==> src/logic/rcs_pkg.sv <==
// Purpose: shared constants and types for the reset and clock source control
// Assumes: system clock of 50 MHz
// Notes:   cause bit positions and select codes used by the controller
package rcs_pkg;

  // ****************************************************************
  // sizes and timing
  // ****************************************************************
  localparam int          PERIPH_REGS  = 3;
  localparam int          PERIPH_BITS  = 32;
  localparam int          WDT_W        = 32;
  localparam int          CLK_MHZ      = 50;
  localparam int          SW_RST_NS    = 100;
  localparam int          SW_RST_CYC   = (SW_RST_NS * CLK_MHZ + 999) / 1000;
  localparam logic [3:0]  SW_RST_LOAD  = SW_RST_CYC[3:0];

  // ****************************************************************
  // reset cause layout
  // ****************************************************************
  localparam int          CAUSE_W      = 5;
  localparam int          CAUSE_EXT    = 0;
  localparam int          CAUSE_POR    = 1;
  localparam int          CAUSE_BOR    = 2;
  localparam int          CAUSE_WDT    = 3;
  localparam int          CAUSE_SW     = 4;
  localparam logic [4:0]  CAUSE_RST    = 5'h02;

  // ****************************************************************
  // clock selection
  // ****************************************************************
  localparam logic [1:0]  OSC_MAIN     = 2'h0;
  localparam logic [1:0]  OSC_INT      = 2'h1;
  localparam logic [1:0]  OSC_INT_DIV4 = 2'h2;
  localparam logic [1:0]  OSC_30K      = 2'h3;
  localparam logic        PLL_SKIP_RST = 1'h1;

  typedef enum logic [2:0] {
    SRC_MAIN     = 3'h0,
    SRC_INT      = 3'h1,
    SRC_INT_DIV4 = 3'h2,
    SRC_30K      = 3'h3,
    SRC_PLL      = 3'h4
  } rcs_clk_src_t;

  // ****************************************************************
  // regulator: code 0 is 2250 mV, 50 mV a step, code 10 is 2750 mV
  // ****************************************************************
  localparam int          REGULATOR_VOLTAGE_ADJUST_MIN_MV  = 2250;
  localparam int          REGULATOR_VOLTAGE_ADJUST_STEP_MV = 50;
  localparam logic [3:0]  REGULATOR_VOLTAGE_ADJUST_MAX     = 4'hA;
  localparam logic [3:0]  REGULATOR_VOLTAGE_ADJUST_RST     = 4'h5;

  // ****************************************************************
  // core boot steps
  // ****************************************************************
  typedef enum logic [2:0] {
    BT_HOLD  = 3'h0,
    BT_SP    = 3'h1,
    BT_PC    = 3'h2,
    BT_INSTR = 3'h3,
    BT_RUN   = 3'h4
  } rcs_boot_t;

endpackage

==> src/logic/rcs_wdog_if.sv <==
// Purpose: carrier between the controller and its watchdog
// Assumes: both ends on the system clock
// Notes:   none
interface rcs_wdog_if;
  logic [31:0] load;
  logic        enable;
  logic        reset_en;
  logic        irq_clear;
  logic        srst;
  logic        irq;
  logic        reset_req;

  modport ctrl (output load, enable, reset_en, irq_clear, srst, input irq, reset_req);
  modport wdog (input load, enable, reset_en, irq_clear, srst, output irq, reset_req);
endinterface

==> src/logic/rcs_watchdog.sv <==
// Purpose: two-stage watchdog, interrupt first, reset request second
// Assumes: load value stable while counting
// Notes:   reset_req is a one-cycle pulse
module rcs_watchdog (
  // clock and reset
  input  wire logic clk,
  input  wire logic reset_n,
  input  wire logic ce,
  // controller side
  rcs_wdog_if.wdog  w
);

  logic [rcs_pkg::WDT_W-1:0] cnt_q;
  logic                      irq_q;
  logic                      req_q;
  logic                      zero;

  assign zero        = (cnt_q == '0);
  assign w.irq       = irq_q;
  assign w.reset_req = req_q;

  // ****************************************************************
  // down-counter
  // ****************************************************************
  always_ff @(posedge clk or negedge reset_n) begin
    if (!reset_n) begin
      cnt_q <= '1;
    end else if (ce) begin
      if (!w.enable || w.srst || zero) begin
        cnt_q <= w.load;
      end else begin
        cnt_q <= cnt_q - 1'b1;
      end
    end
  end

  // ****************************************************************
  // first time-out flag, set wins over clear
  // ****************************************************************
  always_ff @(posedge clk or negedge reset_n) begin
    if (!reset_n) begin
      irq_q <= 1'b0;
    end else if (ce) begin
      if (w.srst || !w.enable) begin
        irq_q <= 1'b0;
      end else if (zero) begin
        irq_q <= 1'b1;
      end else if (w.irq_clear) begin
        irq_q <= 1'b0;
      end
    end
  end

  // ****************************************************************
  // second time-out reset request
  // ****************************************************************
  always_ff @(posedge clk or negedge reset_n) begin
    if (!reset_n) begin
      req_q <= 1'b0;
    end else if (ce) begin
      req_q <= w.enable && !w.srst && zero && irq_q && w.reset_en;
    end
  end
endmodule

==> src/logic/rcs_reset_clock_ctrl.sv <==
// Purpose: reset gathering, reset outputs and system clock source choice
// Assumes: all inputs synchronous to clk; reset_n is power-on reset
// Notes:   clock choice is a select code for the clock mux outside
//
// Summary of operation
// brown-out reset starts disabled, software enables
// brown-out gives interrupt, or reset when enabled
// brown-out reset held while condition lasts
// cause register records brown-out
// peripheral reset while its bit is set
// reset bits match clock-gating bit positions
// one reset covers all unit clock domains
// system request asserts then releases reset
// core fetches stack, counter, instruction, runs
// watchdog interrupts first, resets on second
// watchdog reloads after first time-out
// watchdog reset needs pending interrupt and enable
// regulator set 2.25 V to 2.75 V
// internal oscillator selected at power-on
// software stabilises main oscillator before switching
// PLL and internal divide-by-four also selectable
// bypass uses oscillator source code
// PLL only from main oscillator source
// 30 kHz oscillator for deep sleep
// software keeps PLL reference within range
// causes sticky; power-on clears all others
// peripheral reset leaves core running
// reset releases synchronised to system clock
module rcs_reset_clock_ctrl #(
  parameter int PERIPH_REGS = rcs_pkg::PERIPH_REGS,
  parameter int PERIPH_BITS = rcs_pkg::PERIPH_BITS
) (
  // clock and power-on reset
  input  wire  logic                                   clk,
  input  wire  logic                                   reset_n,
  input  wire  logic                                   ce,
  // reset sources
  input  wire  logic                                   ext_reset_n,
  input  wire  logic                                   brownout_detect,
  input  wire  logic                                   sys_reset_req,
  // brown-out control
  input  wire  logic                                   bor_ctrl_wr,
  input  wire  logic                                   bor_reset_en_wdata,
  input  wire  logic                                   bor_irq_clr,
  // reset cause clearing
  input  wire  logic                                   cause_clr_wr,
  input  wire  logic [rcs_pkg::CAUSE_W-1:0]            cause_clr_mask,
  // peripheral reset and gating
  input  wire  logic [PERIPH_REGS-1:0]                 periph_rst_wr,
  input  wire  logic [PERIPH_BITS-1:0]                 periph_rst_wdata,
  input  wire  logic [PERIPH_REGS-1:0][PERIPH_BITS-1:0] periph_clk_gate,
  // watchdog control
  input  wire  logic [rcs_pkg::WDT_W-1:0]              wdt_load,
  input  wire  logic                                   wdt_enable,
  input  wire  logic                                   wdt_reset_en,
  input  wire  logic                                   wdt_irq_clear,
  // regulator control
  input  wire  logic                                   ldo_wr,
  input  wire  logic [3:0]                             ldo_regulator_voltage_adjust_wdata,
  // clock configuration
  input  wire  logic                                   clk_cfg_wr,
  input  wire  logic [1:0]                             osc_src_wdata,
  input  wire  logic                                   pll_skip_wdata,
  input  wire  logic                                   main_osc_en_wdata,
  input  wire  logic                                   deep_sleep,
  // core boot
  input  wire  logic                                   core_fetch_ack,
  // reset outputs
  output logic                                         core_reset_n_q,
  output logic [PERIPH_REGS-1:0][PERIPH_BITS-1:0]      periph_reset_n_q,
  output logic [PERIPH_REGS-1:0][PERIPH_BITS-1:0]      periph_clk_en_q,
  // status
  output logic                                         bor_reset_en_q,
  output logic                                         bor_irq_q,
  output logic [rcs_pkg::CAUSE_W-1:0]                  reset_cause_q,
  output logic                                         wdt_irq_q,
  // regulator and clock outputs
  output logic [3:0]                                   regulator_voltage_adjust_q,
  output rcs_pkg::rcs_clk_src_t                        system_clock_src_q,
  output logic                                         pll_ref_main_q,
  output logic                                         main_osc_pwr_q,
  // boot sequence
  output rcs_pkg::rcs_boot_t                           boot_step_q,
  output logic                                         core_run_q
);

  // ****************************************************************
  // elaboration checks
  // ****************************************************************
  if (PERIPH_REGS < 1 || PERIPH_REGS > 8) begin : g_chk_regs
    $error("PERIPH_REGS out of range");
  end
  if (PERIPH_BITS < 1 || PERIPH_BITS > 32) begin : g_chk_bits
    $error("PERIPH_BITS out of range");
  end

  // ****************************************************************
  // declarations
  // ****************************************************************
  rcs_wdog_if                            wd ();
  logic [3:0]                            hold_q;
  logic                                  rel_q;
  logic                                  rst_cond;
  logic                                  bor_rst;
  logic [PERIPH_REGS-1:0][PERIPH_BITS-1:0] srcr_q;
  logic [1:0]                            osc_src_q;
  logic                                  pll_skip_q;
  logic                                  main_osc_en_q;
  logic                                  pll_ok;
  rcs_pkg::rcs_clk_src_t                 src_d;
  rcs_pkg::rcs_boot_t                    boot_d;
  logic [rcs_pkg::CAUSE_W-1:0]           cause_set;

  // ****************************************************************
  // watchdog
  // ****************************************************************
  assign wd.load      = wdt_load;
  assign wd.enable    = wdt_enable;
  assign wd.reset_en  = wdt_reset_en;
  assign wd.irq_clear = wdt_irq_clear;
  assign wd.srst      = !core_reset_n_q;

  rcs_watchdog u_wdog (
    .clk     (clk),
    .reset_n (reset_n),
    .ce      (ce),
    .w       (wd.wdog)
  );

  always_ff @(posedge clk or negedge reset_n) begin
    if (!reset_n) begin
      wdt_irq_q <= 1'b0;
    end else if (ce) begin
      wdt_irq_q <= wd.irq;
    end
  end

  // ****************************************************************
  // brown-out control and interrupt
  // ****************************************************************
  assign bor_rst = brownout_detect && bor_reset_en_q;

  always_ff @(posedge clk or negedge reset_n) begin
    if (!reset_n) begin
      bor_reset_en_q <= 1'b0;
    end else if (ce && bor_ctrl_wr) begin
      bor_reset_en_q <= bor_reset_en_wdata;
    end
  end

  always_ff @(posedge clk or negedge reset_n) begin
    if (!reset_n) begin
      bor_irq_q <= 1'b0;
    end else if (ce) begin
      if (brownout_detect && !bor_reset_en_q) begin
        bor_irq_q <= 1'b1;
      end else if (bor_irq_clr) begin
        bor_irq_q <= 1'b0;
      end
    end
  end

  // ****************************************************************
  // internal reset gathering and synchronised release
  // ****************************************************************
  always_ff @(posedge clk or negedge reset_n) begin
    if (!reset_n) begin
      hold_q <= 4'h0;
    end else if (ce) begin
      if (sys_reset_req || wd.reset_req) begin
        hold_q <= rcs_pkg::SW_RST_LOAD;
      end else if (hold_q != 4'h0) begin
        hold_q <= hold_q - 4'h1;
      end
    end
  end

  assign rst_cond = !ext_reset_n || bor_rst || (hold_q != 4'h0)
                    || sys_reset_req || wd.reset_req;

  always_ff @(posedge clk or negedge reset_n) begin
    if (!reset_n) begin
      rel_q          <= 1'b0;
      core_reset_n_q <= 1'b0;
    end else if (ce) begin
      rel_q          <= !rst_cond;
      core_reset_n_q <= rel_q && !rst_cond;
    end
  end

  // ****************************************************************
  // reset cause
  // ****************************************************************
  always_comb begin
    cause_set                     = '0;
    cause_set[rcs_pkg::CAUSE_EXT] = !ext_reset_n;
    cause_set[rcs_pkg::CAUSE_BOR] = bor_rst;
    cause_set[rcs_pkg::CAUSE_WDT] = wd.reset_req;
    cause_set[rcs_pkg::CAUSE_SW]  = sys_reset_req;
  end

  always_ff @(posedge clk or negedge reset_n) begin
    if (!reset_n) begin
      reset_cause_q <= rcs_pkg::CAUSE_RST;
    end else if (ce) begin
      if (cause_clr_wr) begin
        reset_cause_q <= (reset_cause_q & ~cause_clr_mask) | cause_set;
      end else begin
        reset_cause_q <= reset_cause_q | cause_set;
      end
    end
  end

  // ****************************************************************
  // peripheral software resets
  // ****************************************************************
  for (genvar r = 0; r < PERIPH_REGS; r++) begin : g_reg
    always_ff @(posedge clk or negedge reset_n) begin
      if (!reset_n) begin
        srcr_q[r] <= '0;
      end else if (ce) begin
        if (!core_reset_n_q) begin
          srcr_q[r] <= '0;
        end else if (periph_rst_wr[r]) begin
          srcr_q[r] <= periph_rst_wdata;
        end
      end
    end

    for (genvar b = 0; b < PERIPH_BITS; b++) begin : g_bit
      // one reset line drives every clock domain of the unit
      always_ff @(posedge clk or negedge reset_n) begin
        if (!reset_n) begin
          periph_reset_n_q[r][b] <= 1'b0;
          periph_clk_en_q[r][b]  <= 1'b0;
        end else if (ce) begin
          periph_reset_n_q[r][b] <= rel_q && !rst_cond && !srcr_q[r][b];
          periph_clk_en_q[r][b]  <= periph_clk_gate[r][b];
        end
      end
    end
  end

  // ****************************************************************
  // regulator adjust
  // ****************************************************************
  always_ff @(posedge clk or negedge reset_n) begin
    if (!reset_n) begin
      regulator_voltage_adjust_q <= rcs_pkg::REGULATOR_VOLTAGE_ADJUST_RST;
    end else if (ce && ldo_wr && ldo_regulator_voltage_adjust_wdata <= rcs_pkg::REGULATOR_VOLTAGE_ADJUST_MAX) begin
      regulator_voltage_adjust_q <= ldo_regulator_voltage_adjust_wdata;
    end
  end

  // ****************************************************************
  // clock source configuration
  // ****************************************************************
  always_ff @(posedge clk or negedge reset_n) begin
    if (!reset_n) begin
      osc_src_q     <= rcs_pkg::OSC_INT;
      pll_skip_q    <= rcs_pkg::PLL_SKIP_RST;
      main_osc_en_q <= 1'b0;
    end else if (ce && clk_cfg_wr) begin
      osc_src_q     <= osc_src_wdata;
      pll_skip_q    <= pll_skip_wdata;
      main_osc_en_q <= main_osc_en_wdata;
    end
  end

  assign pll_ok = !pll_skip_q && osc_src_q == rcs_pkg::OSC_MAIN;

  always_comb begin
    src_d = rcs_pkg::SRC_INT;
    if (deep_sleep) begin
      src_d = rcs_pkg::SRC_30K;
    end else if (pll_ok) begin
      src_d = rcs_pkg::SRC_PLL;
    end else begin
      unique case (osc_src_q)
        rcs_pkg::OSC_MAIN:     src_d = rcs_pkg::SRC_MAIN;
        rcs_pkg::OSC_INT:      src_d = rcs_pkg::SRC_INT;
        rcs_pkg::OSC_INT_DIV4: src_d = rcs_pkg::SRC_INT_DIV4;
        rcs_pkg::OSC_30K:      src_d = rcs_pkg::SRC_30K;
      endcase
    end
  end

  always_ff @(posedge clk or negedge reset_n) begin
    if (!reset_n) begin
      system_clock_src_q   <= rcs_pkg::SRC_INT;
      pll_ref_main_q <= 1'b0;
      main_osc_pwr_q <= 1'b0;
    end else if (ce) begin
      system_clock_src_q   <= src_d;
      pll_ref_main_q <= pll_ok && !deep_sleep;
      main_osc_pwr_q <= main_osc_en_q && !deep_sleep;
    end
  end

  // ****************************************************************
  // core boot sequence
  // ****************************************************************
  always_comb begin
    boot_d = boot_step_q;
    unique case (boot_step_q)
      rcs_pkg::BT_HOLD:  boot_d = rcs_pkg::BT_SP;
      rcs_pkg::BT_SP:    if (core_fetch_ack) boot_d = rcs_pkg::BT_PC;
      rcs_pkg::BT_PC:    if (core_fetch_ack) boot_d = rcs_pkg::BT_INSTR;
      rcs_pkg::BT_INSTR: if (core_fetch_ack) boot_d = rcs_pkg::BT_RUN;
      rcs_pkg::BT_RUN:   boot_d = rcs_pkg::BT_RUN;
      default:           boot_d = rcs_pkg::BT_HOLD;
    endcase
  end

  always_ff @(posedge clk or negedge reset_n) begin
    if (!reset_n) begin
      boot_step_q <= rcs_pkg::BT_HOLD;
      core_run_q  <= 1'b0;
    end else if (ce) begin
      if (!core_reset_n_q) begin
        boot_step_q <= rcs_pkg::BT_HOLD;
        core_run_q  <= 1'b0;
      end else begin
        boot_step_q <= boot_d;
        core_run_q  <= boot_d == rcs_pkg::BT_RUN;
      end
    end
  end
endmodule

==> config.mk <==
export PLATFORM = sky130hd
export DESIGN_NAME = rcs_reset_clock_ctrl
export DESIGN_NICKNAME = d
export VERILOG_FILES = /design/src/logic/rcs_pkg.sv /design/src/logic/rcs_wdog_if.sv /design/src/logic/rcs_watchdog.sv /design/src/logic/rcs_reset_clock_ctrl.sv
export SDC_FILE = /design/constraint.sdc
export NUM_CORES = 1
export LEC_CHECK = 0
export BUFFER_PORTS_ARGS = -buffer_cell sky130_fd_sc_hd__buf_2
export CAP_MARGIN = 5
export CORE_MARGIN = 2
export CORE_UTILIZATION = 56
export DETAILED_ROUTE_END_ITERATION = 12
export PLACE_DENSITY = 0.95
export SYNTH_ARGS = -nofsm -noshare
export SYNTH_HDL_FRONTEND = slang
export SYNTH_SLANG_ARGS = --single-unit
export TNS_END_PERCENT = 5
==> constraint.sdc <==
create_clock -name clk -period 3.6 [get_ports clk]
set_input_delay 0.72 -clock clk [delete_from_list [all_inputs] [get_ports clk]]
set_output_delay 0.72 -clock clk [all_outputs]
set_load 0.01 [all_outputs]
Yosys cells after proc, flatten, opt, wreduce, memory -nomap -nowiden
Cells that the tools add are included.

Register bits: 353. Input bits: 193. Output and inout port bits: 214. Word-level logic and storage cells: 489.

Add/sub/neg operators: 2. $lt $le $gt $ge: 1. Eq/ne operators: 11. Muxes and demuxes: 24. Bitwise gates (word level): 4. Reduce and logical (&&, ||, !) cells: 233.

Operators by type and width (count): 32-bit two-way mux (7); 1-bit logical AND (110); 1-bit logical NOT (103); 32-bit logical NOT (1); 32-bit by 1-bit subtractor with 32-bit output, second input constant (1); 3-bit two-way mux (6); 3-bit one-hot mux with 5 select lines (1); 3-bit one-hot mux with 4 select lines (1); 2-bit AND reduction (6); 5-bit bitwise OR (2); 4-bit two-way mux (2); 1-bit logical OR (7); 3-bit by 2-bit == test with 1-bit output, second input constant (2); 3-bit == test, second input constant (2); 1-bit two-way mux (6); 2-bit inequality test, second input constant (3); 5-bit bitwise AND (1); 5-bit two-way mux (1); 5-bit inverter (1); 2-bit == test, second input constant (2); 4-bit <= comparator, second input constant (1); 2-bit nonzero test (2); 4-bit nonzero test (1); 4-bit by 1-bit subtractor with 4-bit output, second input constant (1); other kinds (5) (5).

Logic depth before layout (Yosys ltp)
Gate-level depths: netlist (run 1).

Word-level depth: 8. Depth in mapped cells: 10.

Cells and area by module
Synthesis (run 1) repeated with hierarchy kept, for this count alone.

Cell total of the unflattened synthesis: 1211. Area, all modules: 15139.5 um^2.

Modules (own cells, without submodules): rcs_reset_clock_ctrl (instances 1, cells each 901, area an instance 12544.5 um^2, sequential area each 7965.1 um^2); rcs_watchdog (instances 1, cells each 310, area an instance 2595.0 um^2, sequential area each 890.9 um^2).

Least setup slack after synthesis (run 1)
No wires, ideal clock.

Path type: reg2reg. From: reg u_wdog.cnt_q[0] (netlist name). To: reg u_wdog.cnt_q[21] (netlist name). Arrival: 2287 ps. Required time: 3517 ps. Setup slack: 1229 ps. Cell stages (with the launch flop): 10. Path buffers: 2. Path through: dfstp_2 inv_1 ha_1 or3b_2 clkbuf_1 nor3_2 buf_2 nand4_1 and3_1 a221o_1.

Word-level cells in the longest chain between the ends: 3. Elaborated cells on any way between the ends: 4.

RTL lines: start, declared (RTL line rcs_watchdog.sv:13) `logic [rcs_pkg::WDT_W-1:0] cnt_q;`; start signal, assigned (RTL line rcs_watchdog.sv:30) `cnt_q <= w.load;`; start signal, assigned (RTL line rcs_watchdog.sv:32) `cnt_q <= cnt_q - 1'b1;`; parallel branches: the longest is 2 deep, another holds 32-bit by 1-bit subtractor with 32-bit output; 32-bit two-way mux (*) (RTL line rcs_watchdog.sv:29) `if (!w.enable || w.srst || zero) begin`.

Every way passes the cells marked *. A chain may end at the register's enable or synchronous reset.

Worst setup path in the final report (run 1)
From: reg u_wdog.cnt_q[12] (netlist name). To: reg u_wdog.cnt_q[6] (netlist name).

Word-level cells in the longest chain between the ends: 3.

RTL lines: 32-bit logical NOT (RTL line rcs_watchdog.sv:18) `assign zero = (cnt_q == '0);`; 1-bit logical OR (RTL line rcs_watchdog.sv:29); 32-bit two-way mux (RTL line rcs_watchdog.sv:29).

No other way between the ends.

==> metrics.txt, run 1 <==
status=finished clean; Adder-Cell Fraction of Synth Area=0.00268; Fin Setup TNS=0 ps; Netlist cell types=57; slew margin rel.=0.375; Synth Net Count=1,354; Critical Path AT=3530 ps; compound-gate portion of the synthesized area=0.145; Leak=0.00849 uW; Avg Cell Area, Syn=12.1 sq um; pwr/cell area=510 nW/um^2; Final Setup Violations=0; DR iter-0 viols=1,129; Peak VDD IR=0.000416 V; all-layer global routing usage=0.318; initial core utilization=0.573; CTS sink count=352; CTS Buf Count=37; critical path required time=4040 ps; Die ar.=26,300 sq um; multiplexer share of the synthesized area=0.0988; number of synthesized register bits=352; CTS Buffer Depth=3; CTS H-tree depth=2; vias in the first global route=12,200; gate count of the mapped netlist=1,158; Tcrit/Tclk final=0.859; cts-stage hold buffer count=0; RSZ-0062 raised after global routing=no; core footprint=24,500 sq um; Vias=11,600; overall die height=162 um; first-pass GRT wire length=65,800 um; Hold Path Class=input port to asynchronous set/reset pin; Clock Skew=23.1 ps; max_cap viols=0; max-slew violations=0; Vias/cell=6.09; number of synthesized flops with an enable pin=0; Synth Warn #=0; dpl ws=664 ps; Post-Synth XOR/XNOR Area=0; worst slew pin tran=938 ps; post-CTS setup buffers=0; sequential fraction of the synthesis area=0.632; std cell rows=57; element type at the critical path end=register; die width=162 um; root buffer cell=clkbuf_16; DRC viols=0; top_reg_cell synth=dfrtp_1; I/O pins=407; Final #Nets=1,741; final setup margin=507 ps; largest net degree at the start of global routing=115; CTS-repair resized insts=0; maximum clock frequency=323 MHz; Critical Path Start Type=register; Non-Filler Instances=1,901; Routed wire per std cell=21.9 um; crit-path max FO=17; CTS tree=done; Clock transition at path regs=60 ps; DRT Pass-1 Iters=5; final wirelength=41,600 um; Port Buffers=406; Post-Synth Simple-Gate Area=0.0914; Area Growth Syn to Fin=26.4%; Fin. Hold Viols=0; post-layout min period=3090 ps; Antenna Nets Post-Route=0; HPWL Detailed=27,800 um; worst r2r src=u_wdog.cnt_q[12]; CP Class=register to register; gr ovfl total=0; gpl congestion=0.907; share of cells above drive strength 1=0.414; Placed Cells=1,830; main combinational cell family by area after synthesis=compound AO/OA/AOI/OAI gates; clk_lat worst skew=530 ps; Crit. Startpoint=u_wdog.cnt_q[12]; Async SR Flop Fraction=1.00; synthesized area=14,000 sq um; number of antenna violations at the first check in global routing=3
[per-stage QoR]
stage	hold WS [ps]	power, uW	utilization	instance area, sq um
finish	288	9040	0.724	17700
global route	356	9340	0.724	17700
CTS	321	9080	0.724	17700
detailed placement	427	5190	0.672	16400
global placement	420	5140	0.672	16400
floorplan	416	4720	-	14000
[registers in the layout (all words and copies together) (netlist names), 2 cells and up]
name / count
boot_step_q: 3
srcr_q: 96
hold_q: 4
regulator_voltage_adjust_q: 4
system_clock_src_q: 3
osc_src_q: 2
u_wdog.cnt_q: 32
periph_clk_en_q: 96
reset_cause_q: 5
periph_reset_n_q: 96
[per-layer routing]
| metal | track usage | routed length, um | share of wire | vias up |
|---|---|---|---|---|
| met5 | 0 | 0 | 0 | - |
| li1 | - | - | - | 4945 |
| met3 | 0.0666 | 3280 | 0.079 | 170 |
| met1 | 0.394 | 15400 | 0.37 | 5757 |
| met4 | 0.170 | 2230 | 0.054 | 0 |
| met2 | 0.528 | 20700 | 0.50 | 713 |
[layout by cell type (no fill, tap or decap), types with 6 or more instances in the layout]
cell type	n
buf_2	404
dfrtp_1	314
nand2_1	164
o21ai_0	123
mux2_2	107
o2bb2ai_1	98
clkbuf_16	38
dfstp_2	38
nor2_1	24
nand3_1	23
inv_1	21
buf_4	19
mux2i_1	18
nor3_1	17
a21oi_1	16
nor4_1	12
a22oi_1	11
clkbuf_8	10
or4_1	8
a2bb2oi_1	8
clkbuf_1	7
a22o_1	6
or3_1	6
buf_12	6
[final cells by class]
class / count / area [sq um]
clock inverters: 12 / 145
flip-flops and latches: 352 / 8860
inverters: 22 / 85.1
well taps: 324 / 405
multi-input cells: 701 / 4780
clock buffers: 55 / 1110
repair buffers: 431 / 2310
diodes: 4 / 10.0
fillers: 1520 / 6750
[synth_stat cells (9+ instances only)]
cell | instances | share of area
nor3_1 | 17 | 0.0061
a21oi_1 | 16 | 0.0057
inv_1 | 22 | 0.0059
a22oi_1 | 11 | 0.0059
o21ai_0 | 123 | 0.044
dfstp_2 | 38 | 0.071
nand3_1 | 24 | 0.0086
o2bb2ai_1 | 98 | 0.061
buf_2 | 9 | 0.0032
nand2_1 | 164 | 0.044
nor2_1 | 24 | 0.0064
nor4_1 | 12 | 0.0054
clkbuf_1 | 66 | 0.018
dfrtp_1 | 314 | 0.56
mux2_2 | 107 | 0.086
mux2i_1 | 18 | 0.013
[cells by family after synthesis]
family                   Yosys count
multiplexers                     125
AND/OR/NAND/NOR                  280
AO/OA/AOI/OAI                    293
buffers and inverters            105
flip-flops                       352
adder cells (fa/ha/maj)            3
[critical path, cell delays in order, from the launching register on]
cell,delay (ps)
dfstp_2,380
or4_1,670
nor4_1,620
a41o_1,650
buf_4,320
o21ai_0,140
a22oi_1,220
[worst paths after layout]
| kind | end | slack, ps | cells past startpoint |
|---|---|---|---|
| min in group clk | reset_cause_q[1] | 350 | 2 |
| worst max register to register | u_wdog.cnt_q[6] | 510 | 6 |
| worst min register to register | periph_reset_n_q[30] | 440 | 1 |
| worst max-delay path | u_wdog.cnt_q[6] | 510 | 6 |
| max in group asynchronous | periph_clk_en_q[28] | 2400 | 2 |
| worst min-delay path | periph_clk_en_q[6] | 290 | 1 |
[where the power goes]
part	internal [uW]	switching (uW)	total, uW
Clock	2310	1590	3900
Sequential	4170	131	4300
Combinational	360	473	833
Power figures use the tool's default switching activity.
==> run 2, diff against run 1 <==
--- a/config.mk
+++ b/config.mk
@@ -10,4 +10,5 @@
 export CORE_MARGIN = 2
 export CORE_UTILIZATION = 56
+export CTS_CLUSTER_DIAMETER = 120
 export DETAILED_ROUTE_END_ITERATION = 12
 export PLACE_DENSITY = 0.95
==> constraint.sdc (replaced) <==
create_clock -name clk -period 3.6 [get_ports clk]
set_input_delay 0 -clock clk [delete_from_list [all_inputs] [get_ports clk]]
set_output_delay 0 -clock clk [all_outputs]
set_load 0.01 [all_outputs]
==> metrics.txt, run 2 (synthesis gave the netlist of run 1 again) <==
status=finished clean; final wirelength=51,000 um (+23%); Hold Path Class=input port to register; Clock Skew=19.2 ps (-3.89 ps); DR iter-0 viols=1,620 (+43%); Vias=13,200 (+14%); all-layer global routing usage=0.390 (+0.0715); slew margin rel.=0.269 (-0.106); CP Class=register to register; CTS tree=done; core footprint=24,500 sq um (unchanged); worst slew pin tran=1100 ps (+159 ps); DRT Pass-1 Iters=7 (+2); vias in the first global route=13,800 (+13%); Final #Nets=1,931 (+11%); std cell rows=57 (unchanged); die width=162 um (unchanged); Critical Path AT=3550 ps (+20 ps); gr ovfl total=0 (unchanged); most common cell after layout, fill and taps aside=buf_2; CTS sink count=352 (unchanged); I/O pins=407 (unchanged); Final Setup Violations=0 (unchanged); root buffer cell=clkbuf_16; max-slew violations=0 (unchanged); CTS H-tree depth=2 (unchanged); Vias/cell=6.31 (+3.5%); Critical Path Start Type=register; biggest registers after layout=periph_clk_en_q: 96 flops, periph_reset_n_q: 96 flops, srcr_q: 96 flops; critical path required time=4010 ps (-30 ps); Routed wire per std cell=24.4 um (+12%); initial core utilization=0.573 (unchanged); Fin Setup TNS=0 ps (unchanged); post-CTS setup buffers=0 (unchanged); max_cap viols=0 (unchanged); number of antenna violations at the first check in global routing=3 (unchanged); Peak VDD IR=0.000385 V (-7.5%); Fin. Hold Viols=0 (unchanged); Area Growth Syn to Fin=39.5%; first-pass GRT wire length=78,800 um (+20%); most frequent cells in the layout=404 x buf_2, 314 x dfrtp_1, 198 x dlygate4sd3_1; Port Buffers=406 (unchanged); overall die height=162 um (unchanged); Tcrit/Tclk final=0.873 (+0.0134); Multi-input gate area=4780 sq um (unchanged); Storage cell area=8860 sq um (unchanged); Antenna Nets Post-Route=0 (unchanged); DRC viols=0 (unchanged); fillcell total=1,201 (-21%); share of cells above drive strength 1=0.360 (-0.0536); RSZ-0062 raised after global routing=no; element type at the critical path end=register; post-layout min period=3140 ps (+48.3 ps); gpl congestion=0.890 (-1.9%); largest net degree at the start of global routing=148 (+29%); final setup margin=459 ps (-48.3 ps); Die ar.=26,300 sq um (unchanged); Final Util=0.799 (+0.0752); Clock transition at path regs=70 ps (about the same); pwr/cell area=474 nW/um^2 (-7.1%); CTS Buf Count=37 (unchanged); Leak=0.00922 uW (+8.6%); crit-path max FO=18 (+1); maximum clock frequency=318 MHz (-1.5%); dpl ws=824 ps (+159 ps); CTS Buffer Depth=3 (unchanged); HPWL Detailed=26,600 um (-4.4%); clk_lat worst skew=530 ps (about the same)
==> run 2: changes by cell type in the layout (fill, tap and decap cells not counted), moves of 4 or more <==
cell	previous run	this run
dlygate4sd3_1	0	198
clkinv_2	5	1
buf_4	19	11
clkbuf_1	7	13
clkbuf_8	10	5
==> run 2: final timing paths <==
kind / startpoint / to / slack (ps) / depth (start not counted)
min reg2reg: srcr_q[30] / periph_reset_n_q[30] / 440 / 1
max reg2reg: u_wdog.cnt_q[0] / u_wdog.cnt_q[27] / 460 / 8
max in group asynchronous: reset_n / regulator_voltage_adjust_q[0] / 2390 / 3
min: periph_rst_wr[2] / srcr_q[95] / 20 / 4
min in group asynchronous: reset_n / periph_clk_en_q[16] / 250 / 2
max: u_wdog.cnt_q[0] / u_wdog.cnt_q[27] / 460 / 8
==> run 2: critical path, cell delays in order (launching register included) <==
cell and delay (ps):
dfstp_2 410, inv_1 120, ha_1 210, or3b_2 550
nor3_2 400, a41oi_4 480, buf_4 380, a21oi_1 150
a2bb2oi_1 320
==> run 2: what timing repair did <==
action	4_1_cts	5_1_grt
endpoints found under the hold margin	333	0
setup endpoints to repair	0	0
hold buffers	198	0
gates resized for setup	0	0
==> run 2: through the flow <==
step / total power [uW] / instances / instance area (sq um) / hold slack [ps]
after floorplan: 4720 / 1158 / 14000 / -296
after global placement: 5130 / 1822 / 16400 / 151
after detailed placement: 5180 / 1822 / 16400 / 161
after CTS: 9120 / 2084 / 19500 / 12.6
after global routing: 9510 / 2087 / 19600 / 66.3
final: 9270 / 2088 / 19600 / 22.8
==> run 2: area by class of cell <==
cell class	count	share of cell area
inverter	22	0.00435
clock inverter	9	0.00691
timing repair buffer	621	0.216
sequential	352	0.453
clock buffer	55	0.0534
multi-input combinational	701	0.245
tap	324	0.0207
antenna	4	0.000512
==> run 2: metal layers <==
layer / track usage / part of all wire
met1: 0.462 / 0.34
met2: 0.644 / 0.49
met3: 0.0945 / 0.094
met4: 0.244 / 0.074
met5: 0 / 0
==> run 2: power breakdown <==
group          leakage (uW)  switching (uW)  internal [uW]  total (uW)
Combinational       0.00412             569            514        1080
Sequential          0.00453             163           4170        4330
Clock              0.000563            1620           2230        3850
==> run 3, diff against run 2 <==
Settings changed: BUFFER_PORTS_ARGS -buffer_cell sky130_fd_sc_hd__buf_2 to not set, CORE_UTILIZATION 56 to 60, DONT_BUFFER_PORTS set to 1, PLACE_DENSITY 0.95 to 0.86.
Clock period 3.6 ns to 3.57 ns, I/O delays scaled along.
==> metrics.txt, run 3 (synthesis gave the netlist of run 1 again) <==
die width=157 um (-3.3%); DRT Pass-1 Iters=6 (-1); Die ar.=24,600 sq um (-6.5%); first-pass GRT wire length=64,100 um (-19%); critical-path cell with the highest stage delay=or3b_2; Antenna Nets Post-Route=0 (unchanged); HPWL Detailed=24,000 um (-9.7%); Levels on crit path=10 (+2); critical path required time=4030 ps (+20 ps); Routed wire per std cell=25.4 um (+4.0%); maximum clock frequency=310 MHz (-2.8%); final setup margin=340 ps (-119 ps); pwr/cell area=503 nW/um^2 (+6.1%); Top cell by count, worst path=buf_4; number of antenna violations at the first check in global routing=6 (+3); CTS H-tree depth=2 (unchanged); Tcrit/Tclk final=0.905 (+0.0322); most frequent cells in the layout=314 x dfrtp_1, 194 x dlygate4sd3_1, 164 x nand2_1; gr ovfl total=0 (unchanged); critical-path cell list=inv_1 -> ha_1 -> or3b_2 -> nor3_2 -> buf_4 -> a41oi_4 -> buf_4 -> mux2i_1 -> a221oi_1 -> dlygate4sd3_1; Clock Skew=24.0 ps (+4.86 ps); violated checks=negative hold slack; post-CTS setup buffers=0 (unchanged); element type at the critical path end=register; overall die height=157 um (-3.3%); core footprint=22,800 sq um (-6.9%); DRC viols=0 (unchanged); Max stage delay on crit path=580 ps (+30 ps); Critical Path AT=3690 ps (+140 ps); Hold Path Class=input port to asynchronous set/reset pin; CTS-repair resized insts=0 (unchanged); initial core utilization=0.615 (+0.0424); all-layer global routing usage=0.343 (-0.0464); RSZ-0062 raised after global routing=no; Clock transition at path regs=70 ps (about the same); status=complete, but fails checks; Final Setup Violations=0 (unchanged); Critical Path Start Type=register; Port Buffers=0 (-100%); hold slack=-822 ps (-844 ps); biggest registers after layout=periph_clk_en_q: 96 flops, periph_reset_n_q: 96 flops, srcr_q: 96 flops; Crit path max-delay family=buffers and inverters; gpl congestion=0.878 (-1.3%); Area Growth Syn to Fin=23.6%; Peak VDD IR=0.000357 V (-7.1%); Fin. Hold Viols=353 (+353); max-slew violations=0 (unchanged); clk_lat worst skew=510 ps (-20 ps); CTS Buf Count=35 (-5.4%); std cell rows=55 (-3.5%); slew margin rel.=0.306 (+0.0376); I/O pins=407 (unchanged); Crit. Startpoint=u_wdog.cnt_q[0]; worst r2r src=u_wdog.cnt_q[0]; largest net degree at the start of global routing=353 (+140%); final wirelength=42,200 um (-17%); worst slew pin tran=1040 ps (-56.3 ps); max_cap viols=0 (unchanged); post-layout min period=3230 ps (+88.9 ps); Fin Setup TNS=0 ps (unchanged); Vias=10,800 (-18%); most common cell after layout, fill and taps aside=dfrtp_1; Vias/cell=6.51 (+3.2%); share of cells above drive strength 1=0.169 (-0.191); CTS sink count=352 (unchanged); Final Util=0.760 (-0.0391); CTS tree=done; root buffer cell=clkbuf_16; Final #Nets=1,516 (-21%); CP Class=register to register; CP bufs+invs=4 (+2); vias in the first global route=11,100 (-20%); Leak=0.00738 uW (-20%); DR iter-0 viols=1,203 (-26%); cts-stage hold buffer count=195 (-1.5%); dpl ws=840 ps (+16.6 ps); crit-path max FO=17 (-1); worst reg2reg path depth=10 (+2); CTS Buffer Depth=3 (unchanged)
==> run 3: cell count changes in the layout (fill, tap and decap cells not counted), moves of 2 or more <==
cell,change
dlygate4sd3_1,-4
clkbuf_1,-6
buf_4,+2
buf_2,-404
buf_12,-6
clkinv_2,+6
==> run 3: path summary, 6_finish.rpt <==
check / end / slack (ps)
max reg2reg: u_wdog.cnt_q[23] / 340
max: u_wdog.cnt_q[23] / 340
min: periph_clk_en_q[12] / -820
min in group clk: u_wdog.cnt_q[11] / -20
min reg2reg: periph_reset_n_q[70] / 420
max in group asynchronous: srcr_q[14] / 3660
==> run 3: report_power, final <==
part	leakage [uW]	internal, uW	switching (uW)
Clock	0.000548	2090	1530
Sequential	0.00453	4210	264
Combinational	0.00230	346	272
==> run 3: worst reg2reg max path: stages, from the launching register on <==
cell and delay [ps]:
dfstp_2 390, inv_1 110, ha_1 230, or3b_2 580, nor3_2 230, buf_4 250, a41oi_4 130, buf_4 250
mux2i_1 150, a221oi_1 280, dlygate4sd3_1 580
==> run 3: metrics by stage <==
| step | instances | cell area [sq um] | hold slack [ps] | total power (uW) |
|---|---|---|---|---|
| finish | 1661 | 17300 | -822 | 8710 |
| global route | 1661 | 17300 | -834 | 8960 |
| CTS | 1656 | 17300 | -830 | 8670 |
| detailed placement | 1401 | 14200 | -289 | 4860 |
| global placement | 1401 | 14200 | -289 | 4830 |
| floorplan | 1158 | 14000 | -296 | 4760 |
==> run 3: per-layer routing <==
layer	up-vias	global-route usage	part of all wire
met5	-	0	0
li1	4476	-	-
met3	182	0.0991	0.092
met2	751	0.580	0.50
met1	5408	0.403	0.35
met4	0	0.168	0.056
==> run 3: layout make-up <==
cell class	count	area, sq um
diodes	5	12.5
clock buffers	47	982
clock inverters	13	139
fillers	1276	5460
inverters	22	83.8
multi-input cells	701	4780
flip-flops and latches	352	8860
well taps	313	392
repair buffers	208	2070
